**src/common/tmr_pkg.sv**
```systemverilog
// Purpose: constants shared by the timer/counter block and its synchroniser
// Assumes: 32-bit Avalon-MM register word, byte addresses
// Notes:   one place for offsets, field positions and reset values
package tmr_pkg;
   // register byte offsets
   localparam logic [3:0] ADDR_OPTION  = 4'h0;
   localparam logic [3:0] ADDR_CONTROL = 4'h4;
   localparam logic [3:0] ADDR_COUNT   = 4'h8;
   localparam int         ADDR_W       = 4;
   localparam int         DATA_W       = 32;

   // option register fields
   localparam int OPT_RATE_LSB   = 0;
   localparam int OPT_RATE_W     = 3;
   localparam int OPT_ASSIGN_BIT = 3;
   localparam int OPT_EDGE_BIT   = 4;
   localparam int OPT_SOURCE_BIT = 5;
   localparam int OPT_W          = 6;
   localparam logic [5:0] OPT_RESET = 6'h3F;

   // control register fields
   localparam int CTL_FLAG_BIT   = 2;
   localparam int CTL_ENABLE_BIT = 5;

   // counter widths and reset values
   localparam int         COUNT_W      = 8;
   localparam int         DIV_W        = 8;
   localparam logic [7:0] COUNT_RESET  = 8'h00;
   localparam logic [7:0] COUNT_MAX    = 8'hFF;
   localparam logic [7:0] DIV_RESET    = 8'h00;

   // instruction cycle of four phase clocks
   localparam int         PHASES       = 4;
   localparam logic [1:0] PHASE_TWO    = 2'h1;
   localparam logic [1:0] PHASE_FOUR   = 2'h3;

   // cycles without counting after a count write
   localparam logic [1:0] INHIBIT_CYCLES = 2'h2;

   // synchroniser reset level
   localparam logic SYNC_RESET = 1'b0;
endpackage : tmr_pkg

```
**src/design/tmr_sync3.sv**
```systemverilog
// Purpose: three-flop synchroniser for the external count pin
// Assumes: pin is asynchronous to clk_sys_i
// Notes:   output changes only when the second and third flops agree
`timescale 1ns/100ps
`default_nettype none
module tmr_sync3
   import tmr_pkg::*;
(
   // clock and reset
   input  wire logic clk_sys_i,
   input  wire logic rst_i,
   // asynchronous pin and clean level
   input  wire logic pin_i,
   output logic      level_o
);
   logic stage1;
   logic stage2;
   logic stage3;
   wire  agree = (stage2 == stage3);

   // stage1 feeds stage2 only, metastability stays contained
   always_ff @(posedge clk_sys_i) begin
      if (rst_i) begin
         stage1  <= SYNC_RESET;
         stage2  <= SYNC_RESET;
         stage3  <= SYNC_RESET;
         level_o <= SYNC_RESET;
      end else begin
         stage1  <= pin_i;
         stage2  <= stage1;
         stage3  <= stage2;
         if (agree) begin
            level_o <= stage3;
         end
      end
   end
endmodule : tmr_sync3
`default_nettype wire

```
**src/design/tmr_timer0.sv**
```systemverilog
// Purpose: 8-bit timer/counter with a divider shared with the watchdog
// Assumes: instruction cycle is four clk_sys_i phases generated here
// Notes:   registers reached over Avalon-MM with one wait state
// Function
// - timer mode counts each instruction cycle when the divider is elsewhere
// - count write suppresses counting two instruction cycles, then resumes
// - counter mode counts external pin edges instead of instruction cycles
// - edge select 0 counts rising edges, 1 counts falling edges
// - wrap from all ones to zero sets the overflow flag
// - enable bit gates the interrupt request; flag still sets when masked
// - flag stays set until software writes zero; software clears before re-enabling
// - sleep stops the timer, so no overflow request during sleep
// - external path sampled in phase two and phase four
// - one 8-bit divider, prescaler for timer or postscaler for watchdog
// - assignment bit 0 gives divider to timer, 1 to watchdog
// - three-bit rate field selects division ratio
// - divider count not visible or loadable through registers
// - count write clears divider while divider belongs to timer
// - watchdog clear resets divider while divider belongs to watchdog
`timescale 1ns/100ps
`default_nettype none
module tmr_timer0
   import tmr_pkg::*;
(
   // clock and reset
   input  wire logic              clk_sys_i,
   input  wire logic              rst_i,
   // avalon-mm slave
   input  wire logic [ADDR_W-1:0] avs_address_i,
   input  wire logic              avs_read_i,
   input  wire logic              avs_write_i,
   input  wire logic [DATA_W-1:0] avs_writedata_i,
   input  wire logic [3:0]        avs_byteenable_i,
   output logic [DATA_W-1:0]      avs_readdata_o,
   output logic                   avs_waitrequest_o,
   // external count pin
   input  wire logic              external_count_pin_i,
   // core and watchdog side
   input  wire logic              sleep_i,
   input  wire logic              watchdog_tick_i,
   input  wire logic              watchdog_clear_instr_i,
   output logic                   watchdog_post_tick_o,
   // overflow request to the interrupt controller
   output logic                   overflow_irq_o
);
   // scaler mask: low bits that must be all ones for one output tick
   function automatic logic [DIV_W-1:0] rate_mask(input logic [OPT_RATE_W-1:0] rate,
                                                  input logic to_watchdog);
      logic [DIV_W:0] full;
      full = '0;
      if (to_watchdog) begin
         full = (9'h001 << rate) - 9'h001;
      end else begin
         full = (9'h002 << rate) - 9'h001;
      end
      return full[DIV_W-1:0];
   endfunction : rate_mask

   // state
   logic [OPT_W-1:0]   option_reg;
   logic               overflow_flag;
   logic               overflow_irq_enable;
   logic [COUNT_W-1:0] count_register;
   logic [DIV_W-1:0]   div_cnt;
   logic [1:0]         phase;
   logic [1:0]         inhibit_cnt;
   logic               ack;
   logic               pin_level;
   logic               pin_smp;
   logic               pin_prev;
   logic               smp_new;
   logic               wdt_post;

   // option fields
   wire [OPT_RATE_W-1:0] divider_rate        = option_reg[OPT_RATE_LSB +: OPT_RATE_W];
   wire                  divider_assignment  = option_reg[OPT_ASSIGN_BIT];
   wire                  count_edge_select   = option_reg[OPT_EDGE_BIT];
   wire                  count_source_select = option_reg[OPT_SOURCE_BIT];

   // bus decode; one wait state so readdata can be registered
   wire access     = avs_read_i | avs_write_i;
   wire accept     = access & ack;
   wire wr_lane0   = accept & avs_write_i & avs_byteenable_i[0];
   wire wr_option  = wr_lane0 & (avs_address_i == ADDR_OPTION);
   wire wr_control = wr_lane0 & (avs_address_i == ADDR_CONTROL);
   wire wr_count   = wr_lane0 & (avs_address_i == ADDR_COUNT);
   wire rd_capture = avs_read_i & ~ack; // read sampled in the wait cycle
   assign avs_waitrequest_o = access & ~ack;

   // read mux; divider count has no address at all
   wire [DATA_W-1:0] rd_option  = {{(DATA_W-OPT_W){1'b0}}, option_reg};
   wire [DATA_W-1:0] rd_control = {{(DATA_W-CTL_ENABLE_BIT-1){1'b0}}, overflow_irq_enable,
                                   2'b00, overflow_flag, 2'b00};
   wire [DATA_W-1:0] rd_count   = {{(DATA_W-COUNT_W){1'b0}}, count_register};
   wire [DATA_W-1:0] rd_mux     = (avs_address_i == ADDR_OPTION)  ? rd_option  :
                                  (avs_address_i == ADDR_CONTROL) ? rd_control :
                                  (avs_address_i == ADDR_COUNT)   ? rd_count   :
                                  {DATA_W{1'b0}};

   // phase decode
   wire in_phase_two  = (phase == PHASE_TWO);
   wire in_phase_four = (phase == PHASE_FOUR);
   wire instr_end     = in_phase_four;

   // external edge from samples taken in phase two and phase four
   wire ext_rise  = smp_new & ~pin_prev & pin_smp;
   wire ext_fall  = smp_new & pin_prev & ~pin_smp;
   wire ext_edge  = count_edge_select ? ext_fall : ext_rise;

   // raw source tick: instruction cycles or pin edges, none in sleep
   wire src_tick  = ~sleep_i & (count_source_select ? ext_edge : instr_end);

   // shared divider input and hit
   wire [DIV_W-1:0] mask = rate_mask(divider_rate, divider_assignment);
   wire div_in    = divider_assignment ? watchdog_tick_i : src_tick;
   wire div_hit   = div_in & ((div_cnt & mask) == mask);
   wire div_clear = (wr_count & ~divider_assignment) |
                    (watchdog_clear_instr_i & divider_assignment);
   wire [DIV_W-1:0] next_div = div_clear ? DIV_RESET :
                               div_in    ? div_cnt + 8'h01 : div_cnt;

   // timer tick: straight when divider is elsewhere, else scaled
   wire timer_tick = divider_assignment ? src_tick : (div_hit & ~sleep_i);
   wire count_inc  = timer_tick & (inhibit_cnt == 2'h0) & ~wr_count & ~sleep_i;
   wire wrap       = count_inc & (count_register == COUNT_MAX);

   // inhibit countdown on instruction cycles
   wire [1:0] next_inhibit = wr_count ? INHIBIT_CYCLES :
                             (instr_end & (inhibit_cnt != 2'h0)) ? inhibit_cnt - 2'h1 :
                             inhibit_cnt;

   // flag: hardware set wins over a software clear
   wire next_flag = wrap | (wr_control ? avs_writedata_i[CTL_FLAG_BIT] : overflow_flag);

   // request only while enabled; flag sets regardless
   assign overflow_irq_o = overflow_flag & overflow_irq_enable;
   assign watchdog_post_tick_o = wdt_post;

   // external pin synchroniser
   tmr_sync3 u_sync (
      .clk_sys_i (clk_sys_i),
      .rst_i     (rst_i),
      .pin_i     (external_count_pin_i),
      .level_o   (pin_level)
   );

   // bus handshake and read data
   always_ff @(posedge clk_sys_i) begin
      if (rst_i) begin
         ack            <= 1'b0;
         avs_readdata_o <= '0;
      end else begin
         ack <= access & ~ack;
         // captured one edge early so the data stand at the accepting edge
         if (rd_capture) begin
            avs_readdata_o <= rd_mux;
         end
      end
   end

   // software-owned configuration
   always_ff @(posedge clk_sys_i) begin
      if (rst_i) begin
         option_reg          <= OPT_RESET;
         overflow_irq_enable <= 1'b0;
      end else begin
         if (wr_option) begin
            option_reg <= avs_writedata_i[OPT_W-1:0];
         end
         if (wr_control) begin
            overflow_irq_enable <= avs_writedata_i[CTL_ENABLE_BIT];
         end
      end
   end

   // phase clock and pin sampling
   always_ff @(posedge clk_sys_i) begin
      if (rst_i) begin
         phase    <= 2'h0;
         pin_smp  <= 1'b0;
         pin_prev <= 1'b0;
         smp_new  <= 1'b0;
      end else begin
         phase   <= phase + 2'h1;
         smp_new <= in_phase_two | in_phase_four;
         if (in_phase_two | in_phase_four) begin
            pin_smp  <= pin_level;
            pin_prev <= pin_smp;
         end
      end
   end

   // count, flag, divider
   always_ff @(posedge clk_sys_i) begin
      if (rst_i) begin
         count_register <= COUNT_RESET;
         overflow_flag  <= 1'b0;
         div_cnt        <= DIV_RESET;
         inhibit_cnt    <= 2'h0;
         wdt_post       <= 1'b0;
      end else begin
         if (wr_count) begin
            count_register <= avs_writedata_i[COUNT_W-1:0];
         end else if (count_inc) begin
            count_register <= count_register + 8'h01;
         end
         overflow_flag <= next_flag;
         div_cnt       <= next_div;
         inhibit_cnt   <= next_inhibit;
         // watchdog sees scaled ticks only while it owns the divider
         wdt_post      <= divider_assignment & div_hit & ~div_clear;
      end
   end
endmodule : tmr_timer0
`default_nettype wire

```
**config.mk**
```make
export PLATFORM = sky130hd
export DESIGN_NAME = tmr_timer0
export DESIGN_NICKNAME = d
export VERILOG_FILES = /design/src/common/tmr_pkg.sv /design/src/design/tmr_sync3.sv /design/src/design/tmr_timer0.sv
export SDC_FILE = /design/constraint.sdc
export NUM_CORES = 1
export LEC_CHECK = 0
export BUFFER_PORTS_ARGS = -buffer_cell sky130_fd_sc_hd__buf_2
export CAP_MARGIN = 0
export CORE_UTILIZATION = 45
export DETAILED_ROUTE_END_ITERATION = 12
export GPL_ROUTABILITY_DRIVEN = 0
export PLACE_DENSITY = 0.72
export SLEW_MARGIN = 10
export SYNTH_ARGS = -nofsm -noshare
export SYNTH_HDL_FRONTEND = slang
export SYNTH_HIERARCHICAL = 1
export SYNTH_SLANG_ARGS = --single-unit
```
**constraint.sdc**
```tcl
create_clock -name clk_sys_i -period 4.2 [get_ports clk_sys_i]
set_clock_uncertainty 0.15 [all_clocks]
set_input_delay 0 -clock clk_sys_i [delete_from_list [all_inputs] [get_ports clk_sys_i]]
set_output_delay 0 -clock clk_sys_i [all_outputs]
set_load 0.01 [all_outputs]
```
# Word level (Yosys, flattened, before mapping)
# Cells that the tools add are included.
# Widths: inputs -> output; s select.
totals:
  reg_bits: 69
  latchBits: 0
  mem_bits_rw: 0
  rom_bits: 0
  output_inout_bits: 35
  word_cells: 90
  memories: 0
op_classes:
  add_sub_neg: 6
  n_mul: 0
  n_div: 0
  n_lt_le_gt_ge: 0
  eq_ne: 7
  shifts: 2
  muxes: 13
  n_bitwise: 37
  reduce_logical: 7
ops:
  columns: ["cell", "count"]
  rows:
  - ["$mux 8", 6]
  - ["$and 1x1->1", 25]
  - ["$add 8x1->8 const B", 2]
  - ["$sub 8x1->8 const B", 2]
  - ["$and 8x8->8", 1]
  - ["$eq 8x8->1", 1]
  - ["$eq 8x8->1 const B", 1]
  - ["$shl 1x3->8 const A", 1]
  - ["$shl 2x3->8 const A", 1]
  - ["$not 1->1", 7]
  - ["$reduce_bool 2->1", 3]
  - ["$mux 1", 5]
  - ["$eq 4x3->1 const B", 1]
  - ["$eq 4x4->1 const B", 1]
  - ["$logic_not 4->1", 1]
  - ["$mux 2", 2]
  - ["$or 1x1->1", 4]
  - ["$reduce_or 2->1", 2]
  - ["$add 2x1->2 const B", 1]
  - ["$eq 2x1->1 const B", 1]
  - ["$eq 2x2->1 const B", 1]
  - ["$logic_not 2->1", 1]
  - ["$sub 2x1->2 const B", 1]
  - ["$eq 1x1->1", 1]

# Logic depth before layout (Yosys ltp)
# Gate-level depths: netlist of run 1.
logic_depth:
  depth_word: 15
  depth_mapped: 14
  depth_no_buf: 11

# Cells and area by module
# The synthesis of run 1 kept the hierarchy.
by_module_without_submodules:
  columns: ["module", "n_inst", "cells_per_inst", "area_each_um2", "seq_area_each_um2"]
  rows:
  - ["tmr_timer0", 1, 308, 2431.1, 820.8]
  - ["tmr_sync3", 1, 10, 112.6, 80.1]

# Worst setup path before layout of run 1
# OpenSTA, ideal clock, no wires.
synth_timing:
  path_type: "register to register"
  startpoint: "reg option_reg[0]"
  endpoint: "reg count_register[4]"
  arrival_time_ps: 2849
  required_ps: 3959
  path_slack_ps: 1110
  stages_incl_launch_ff: 14
  period_less_slack_ps: 3090
  path_cell_list: "dfxtp_1 inv_1 ha_1 nand2_1 ha_1 buf_2 nor2b_1 a32o_1 a311oi_1 a2bb2oi_1 a41oi_1 clkbuf_1 or3_1 a311oi_1"
synth_via:
  elab_chain_len: 12
  elab_cells_between_ends: 14
  classes_between: "add/sub: 2; eq/ne: 1; shift: 2; mux: 2; bitwise: 6; reduce/logical: 1"
synth_lines:
  columns: ["item", "line_no", "text"]
  rows:
  - ["from (decl)", "tmr_timer0.sv:60", "logic [OPT_W-1:0] option_reg;"]
  - ["from (signal assigned)", "tmr_timer0.sv:168", "option_reg <= avs_writedata_i[OPT_W-1:0];"]
  - ["$shl 2x3->8 / $shl 1x3->8 (equally long branches)", "tmr_timer0.sv:54, tmr_timer0.sv:52", null]
  - ["$sub 8x1->8, on equally long branches", "tmr_timer0.sv:54, tmr_timer0.sv:52", null]
  - ["$mux 8 (*)", "tmr_timer0.sv:51", "if (to_watchdog) begin"]
  - ["$and 8x8->8", "tmr_timer0.sv:116", "wire div_hit = div_in & ((div_cnt & mask) == mask);"]
  - ["$eq 8x8->1 (*)", "tmr_timer0.sv:116", null]
  - ["$and 1x1->1 (*)", "tmr_timer0.sv:116", null]
  - ["$and 1x1->1 (*)", "tmr_timer0.sv:123", "wire timer_tick = divider_assignment ? src_tick : (div_hit & ~sleep_i);"]
  - ["$mux 1 (*)", "tmr_timer0.sv:123", null]
  - ["$and 1x1->1 (*) (3 in series)", "tmr_timer0.sv:124", "wire count_inc = timer_tick & (inhibit_cnt == 2'h0) & ~wr_count & ~sleep_i;"]
  - ["$reduce_bool 2->1 (no source line) (*)", null, null]
  - ["to (signal assigned)", "tmr_timer0.sv:203", "count_register <= avs_writedata_i[COUNT_W-1:0];"]
  - ["to (signal assigned)", "tmr_timer0.sv:205", "count_register <= count_register + 8'h01;"]
  - ["to (decl)", "tmr_timer0.sv:63", "logic [COUNT_W-1:0] count_register;"]
# Every way passes the cells marked *; elsewhere a longest branch is shown, timed or not.
# A chain may end at the register's enable or synchronous reset.

# Worst setup path after layout of run 1
layout_timing:
  startpoint: "reg option_reg[3]"
  endpoint: "reg count_register[6]"
layout_via:
  elab_chain_len: 10
  elab_cells_between_ends: 11
  classes_between: "eq/ne: 1; mux: 3; bitwise: 6; reduce/logical: 1"
layout_lines:
  columns: ["item", "line_no"]
  rows:
  - ["$mux 8", "tmr_timer0.sv:51"]
  - ["$and 8x8->8", "tmr_timer0.sv:116"]
  - ["$eq 8x8->1", "tmr_timer0.sv:116"]
  - ["$and 1x1->1", "tmr_timer0.sv:116"]
  - ["$and 1x1->1", "tmr_timer0.sv:123"]
  - ["$mux 1 (*)", "tmr_timer0.sv:123"]
  - ["$and 1x1->1 (*) (3 in series)", "tmr_timer0.sv:124"]
  - ["$reduce_bool 2->1 (no source line) (*)", null]
# Marked as above.

==> qor.csv, run 1 <==
metric,value,unit
Yosys Warn Count,6,
total congestion overflow,0,
CP max FO,17,
DP HPWL,3590,um
leakage,1.17,nW
routed wl met2,2370,um
crit path launch,option_reg[3]$_SDFFE_PP1P_,
dpl cells,404,
R2R Setup Slk,0.53,ns
final hold vios,0,
number of buffers added on ports,31,
Pre-antenna DRT Iters,4,
Worst Tran Pin Value,0.733,ns
ANT nets after route,0,
Post-Syn Area per Cell,8.00,um2
pwr/cell area,271,mW/mm2
diode count,0,
initial core utilization,46.5,%
synth top area cells,"dfxtp_1 (35%), buf_4 (7.1%), nor2_1 (6.1%), ha_1 (3.9%), mux2i_1 (3.5%)",
unrepaired setup endpoints after global routing,no,
clk slew on worst S/H paths,0.09,ns
Yosys top cell by area,dfxtp_1,
Yosys top cell area share,35.4,%
ys flop type,dfxtp_1,
CTS root buf,clkbuf_8,
largest net degree at the start of global routing,38,
CTS tree,done,
CP Data Required Time,4.25,ns
fillers,533,
final instance area,0.00290,mm2
Post-synth EDFFs,0,
WL/cell,12.2,um
Util after Layout,52.9,%
setup TNS,0,ns
CTS Sinks,45,
I/O pins,83,
H-tree levels,2,
drt via density,5.18,
HP Class,input port to register,
vias in the first global route,1970,
Hold Slack,0.0466,ns
final std cells w/o fill,428,
Placement Setup Slack,0.579,ns
Pwr Total,0.786,mW
Mapped Area,0.00254,mm2
Slew Limit Headroom,51.1,%
GRT Total Usage,18.6,%
Final #Nets,412,
met1 WL,2630,um
Hold Path Stages,3,
total CTS buffers,5,
layout cells sized above 1,12.4,%
met3 routed WL,160,um
worst r2r src,option_reg[3]$_SDFFE_PP1P_,
most frequent cells after synthesis,"dfxtp_1 (45), nor2_1 (41), buf_4 (24)",
postcts setup bufs,0,
maximum clock rate,0.272,GHz
crit path kind,register to register,
Highest Signal Layer,met4,
"Setup violations, final",0,
reg2reg path depth,11,
crit path to,count_register[6]$_SDFFE_PP0P_,
synthesis-to-finish area growth,13.9,%
crit share post-route,87.5,%
Crit. End Element,register,
R2R Path End,count_register[6]$_SDFFE_PP0P_,
startpoint types,register,
Residual DRC,0,
die height,77.2,um
cell area after placement,0.00264,mm2
core box area,0.00547,mm2
WP data arrival,3.72,ns
synth unique cells,47,
WL final,5230,um
min cycle time layout,3.67,ns
Setup WS post-layout,0.526,ns
sequential area share after synthesis,35.4,%
Max Buffers Root-to-Sink,2,
most numerous cell in the Yosys netlist,dfxtp_1,
Iteration-0 DRC Markers,113,
worst vdd ir,0.000150,V
via count,2216,
Clock Latency Late Sink,0.30,ns
area of the die,0.00596,mm2
Synth Instances,318,
first-pass GRT wire length,9010,um
initial antenna violation count,0,
Top Registers,"avs_readdata_o x8, count_register x8, div_cnt x8",
Die Wd,77.2,um
max-slew violations,0,
Post-synth ARST share,0,%
MaxCap Viol Count,0,
row cnt,27,
status,"complete, no violations",
post-synthesis register bit count,45,
## worst max-delay path, cell delays in order (launching register included)
cell       delay (ns)
dfxtp_1          0.54
ha_1             0.44
nand2_1          0.10
ha_1             0.32
nor2b_1          0.18
a32o_1           0.20
a311oi_1         0.25
a2bb2oi_1        0.26
a41oi_1          0.16
buf_4            0.22
or4_1            0.51
a311oi_1         0.26
## cell families (layout without fill, tap and decap cells)
family	after synthesis	after routing	synth area share, %
compound gates	64	64	17.3
fa+ha+maj	8	8	3.94
mux	9	9	3.54
xor+xnor	10	10	3.44
other cells	1	24	0.147
buf+inv	60	75	12.6
simple gates	121	121	23.6
flops	45	45	35.4
## cells in the final DEF, fill, tap and decap left out, types with 3 or more instances in the layout
master / instances
a211o_1: 7
inv_1: 18
ha_1: 8
nor2b_1: 8
dfxtp_1: 45
nand2_1: 20
nand3_1: 9
or3_1: 12
a21oi_1: 15
o21ai_0: 15
xor2_1: 3
dlygate4sd3_1: 17
clkbuf_8: 6
nor2_1: 41
mux2i_1: 9
nand4_1: 4
and3_1: 3
or4_1: 3
nor3_1: 9
buf_2: 31
a311oi_1: 8
conb_1: 24
xnor2_1: 7
## worst min path at each step
| stage | start | slack (ns) | end |
|---|---|---|---|
| floorplan | rst_i | -0.08 | u_sync/level_o$_SDFFE_PP0N_ |
| global route | watchdog_clear_instr_i | 0.08 | watchdog_post_tick_o$_SDFF_PP0_ |
| detailed placement | external_count_pin_i | 0.07 | u_sync/stage1$_SDFF_PP0_ |
| global placement | external_count_pin_i | 0.07 | u_sync/stage1$_SDFF_PP0_ |
| CTS | watchdog_clear_instr_i | 0.03 | div_cnt[3]$_SDFFE_PP0P_ |
| finish | watchdog_clear_instr_i | 0.05 | div_cnt[3]$_SDFFE_PP0P_ |
## what timing repair did
action                    in CTS  in global routing
hold endpoints to repair      22                  0
hold buffers                  17                  0
resized for setup              0                  0
## layout make-up
| type | instances | area, um2 | area share (%) |
|---|---|---|---|
| Multi-Input combinational cell | 236 | 1410 | 48.6 |
| Sequential cell | 45 | 901 | 31.1 |
| Timing Repair Buffer | 50 | 340 | 11.7 |
| Tap cell | 72 | 90.1 | 3.11 |
| Clock buffer | 6 | 82.6 | 2.85 |
| Inverter | 18 | 67.6 | 2.33 |
| Clock inverter | 1 | 7.51 | 0.259 |
## routing by layer
metal  track usage [%]  vias to the layer above
met4              6.23                        0
li1                  -                     1132
met2              30.8                       45
met1              24.6                     1032
met5                 0                        -
met3              2.62                        7
## where the power goes
part	total, mW	internal (mW)	switching [mW]
Sequential	0.438	0.433	0.00497
Clock	0.273	0.130	0.143
Combinational	0.0743	0.0303	0.0440
Total	0.786	0.594	0.192
Note: power is estimated with default switching activity, not from simulation.
==> run 2: changes to the inputs <==
--- a/config.mk
+++ b/config.mk
@@ -10,6 +10,7 @@
 export CORE_UTILIZATION = 45
 export DETAILED_ROUTE_END_ITERATION = 12
 export GPL_ROUTABILITY_DRIVEN = 0
+export HOLD_SLACK_MARGIN = 0.08
 export PLACE_DENSITY = 0.72
 export SLEW_MARGIN = 10
 export SYNTH_ARGS = -nofsm -noshare
==> run 2 against run 1 <==
Compared with the run above: wire length grew 0.36%; register-to-register slack gained 0.04 ns; setup slack better by 0.037 ns.
==> qor.csv, run 2 (synthesis gave the netlist of run 1 again) <==
metric,value,unit,change
CTS Sinks,45,,unchanged
I/O pins,83,,unchanged
leakage,1.18,nW,was 1.17 nW
Pre-antenna DRT Iters,4,,unchanged
Max Buffers Root-to-Sink,2,,unchanged
worst r2r src,option_reg[3]$_SDFFE_PP1P_,,unchanged
H-tree levels,2,,unchanged
crit share post-route,86.6,%,was 87.5%
Sequential Power Share,55.7,%,about the same
vias in the first global route,1983,,was 1970
most frequent cells in the layout,"dfxtp_1 (45), nor2_1 (41), buf_2 (31)",,unchanged
Int Pwr,0.595,mW,was 0.594 mW
maximum clock rate,0.275,GHz,was 0.272 GHz
ANT nets after route,0,,unchanged
WL final,5250,um,was 5230 um
total CTS buffers,5,,unchanged
first-pass GRT wire length,9070,um,was 9010 um
status,"complete, no violations",,unchanged
clk slew on worst S/H paths,0.08,ns,was 0.09 ns
crit path buf inv count,1,,unchanged
Die Wd,77.2,um,unchanged
worst hold start,avs_address_i[3],,was watchdog_clear_instr_i
Crit path max-delay family,compound AO/OA/AOI/OAI gates,,unchanged
DP HPWL,3590,um,unchanged
Slew Limit Headroom,52.3,%,was 51.1%
hold buffer count at cts,20,,was 17
crit path kind,register to register,,unchanged
layout cells sized above 1,12.3,%,was 12.4%
HP Class,input port to register,,unchanged
die height,77.2,um,unchanged
"Setup violations, final",0,,unchanged
total congestion overflow,0,,unchanged
WP data arrival,3.68,ns,was 3.72 ns
reg2reg path depth,11,,unchanged
setup TNS,0,ns,unchanged
CP max stage cell,dfxtp_1,,unchanged
min cycle time layout,3.64,ns,was 3.67 ns
Final #Nets,415,,was 412
Worst Hold Path EP,avs_readdata_o[7]$_SDFFE_PP0P_,,was div_cnt[3]$_SDFFE_PP0P_
crit path launch,option_reg[3]$_SDFFE_PP1P_,,unchanged
R2R Setup Slk,0.56,ns,was 0.53 ns
final hold vios,0,,unchanged
unrepaired setup endpoints after global routing,no,,unchanged
CP max FO,17,,unchanged
Worst path max stage delay,0.54,ns,about the same
CTS root buf,clkbuf_8,,unchanged
max-slew violations,0,,unchanged
CTS tree,done,,unchanged
fillers,531,,was 533
R2R Path End,count_register[6]$_SDFFE_PP0P_,,unchanged
postcts setup bufs,0,,unchanged
via count,2236,,was 2216
post_cts resized,0,,unchanged
drt via density,5.19,,was 5.18
Comb power frac,9.6,%,was 9.5%
largest net degree at the start of global routing,38,,unchanged
CP Data Required Time,4.24,ns,was 4.25 ns
Hold Path Stages,5,,was 3
Clk pwr share,34.7,%,was 34.8%
Clock Latency Late Sink,0.29,ns,was 0.30 ns
worst vdd ir,0.000252,V,was 0.000150 V
WL/cell,12.2,um,about the same
cell chain of the critical path,ha_1 -> nand2_1 -> ha_1 -> nor2b_1 -> a32o_1 -> a311oi_1 -> a2bb2oi_1 -> a41oi_1 -> buf_4 -> or4_1 -> a311oi_1,,unchanged
GRT Total Usage,18.6,%,unchanged
Residual DRC,0,,unchanged
"most common cell after layout, fill and taps aside",dfxtp_1,,unchanged
diode count,0,,unchanged
dpl cells,404,,unchanged
number of buffers added on ports,31,,unchanged
startpoint types,register,,unchanged
initial core utilization,46.5,%,unchanged
final std cells w/o fill,431,,was 428
area of the die,0.00596,mm2,unchanged
Worst Tran Pin Value,0.716,ns,was 0.733 ns
Iteration-0 DRC Markers,123,,was 113
row cnt,27,,unchanged
MaxCap Viol Count,0,,unchanged
pwr/cell area,269,mW/mm2,was 271 mW/mm2
Crit. End Element,register,,unchanged
sw power,0.192,mW,about the same
core box area,0.00547,mm2,unchanged
Top Registers,"avs_readdata_o x8, count_register x8, div_cnt x8",,unchanged
sw frac,24.4,%,was 24.5%
initial antenna violation count,0,,unchanged
synthesis-to-finish area growth,15.1,%,was 13.9%
## run 2: changes by cell type in the layout (fill, tap and decap cells not counted), sizes merged
cell and delta:
dlygate4sd3 +3
## run 2: final cells by class
type	instances	area (um2)	share of cell area (%)
multi-input combinational	236	1410	48.1
timing repair buffer	53	370	12.7
tap	72	90.1	3.08
clock buffer	6	82.6	2.82
clock inverter	1	7.51	0.257
inverter	18	67.6	2.31
sequential	45	901	30.8
## run 2: how the worst max path moves through the flow
stage               cells past startpoint                              to  slack [ns]
floorplan                              13  count_register[4]$_SDFFE_PP0P_        1.11
global placement                       11  count_register[5]$_SDFFE_PP0P_        0.64
detailed placement                     11  count_register[6]$_SDFFE_PP0P_        0.58
CTS                                    11  count_register[6]$_SDFFE_PP0P_        0.56
global route                           11  count_register[5]$_SDFFE_PP0P_        0.28
finish                                 11  count_register[6]$_SDFFE_PP0P_        0.56
## run 2: routing by layer
layer | track usage (%) | up-vias | share of wire, %
met4 | 5.09 | 0 | 0.69
met2 | 31.0 | 62 | 46
li1 | - | 1137 | -
met1 | 24.9 | 1031 | 48
met3 | 2.62 | 6 | 4.5
met5 | 0 | - | 0
## run 2: power groups by stage
stage | sequential (mW) | clock [mW] | combinational, mW
after detailed placement | 0.448 | 0 | 0.0621
after CTS | 0.438 | 0.282 | 0.0748
after global placement | 0.448 | 0 | 0.0612
after floorplan | 0.447 | 0 | 0.0595
after global routing | 0.439 | 0.296 | 0.0851
final | 0.438 | 0.273 | 0.0757
## run 2: tightest hold or removal path, stage by stage
cell and delay, ns:
buf_2 0.18, inv_1 0.11, nor2_1 0.07, nand3_1 0.08, a21oi_1 0.06
## run 2: stage by stage
step / total power [mW] / hold WS (ns) / util, % / cell area (um2) / worst slack (ns)
2_1_floorplan: 0.507 / -0.0809 / - / 2630 / 1.11
5_1_grt: 0.821 / 0.119 / 53.5 / 2930 / 0.278
4_1_cts: 0.795 / 0.0920 / 53.5 / 2930 / 0.562
6_report: 0.787 / 0.0990 / 53.5 / 2930 / 0.563
3_5_place_dp: 0.510 / 0.0703 / 48.2 / 2640 / 0.579
3_3_place_gp: 0.509 / 0.0651 / 48.2 / 2640 / 0.642
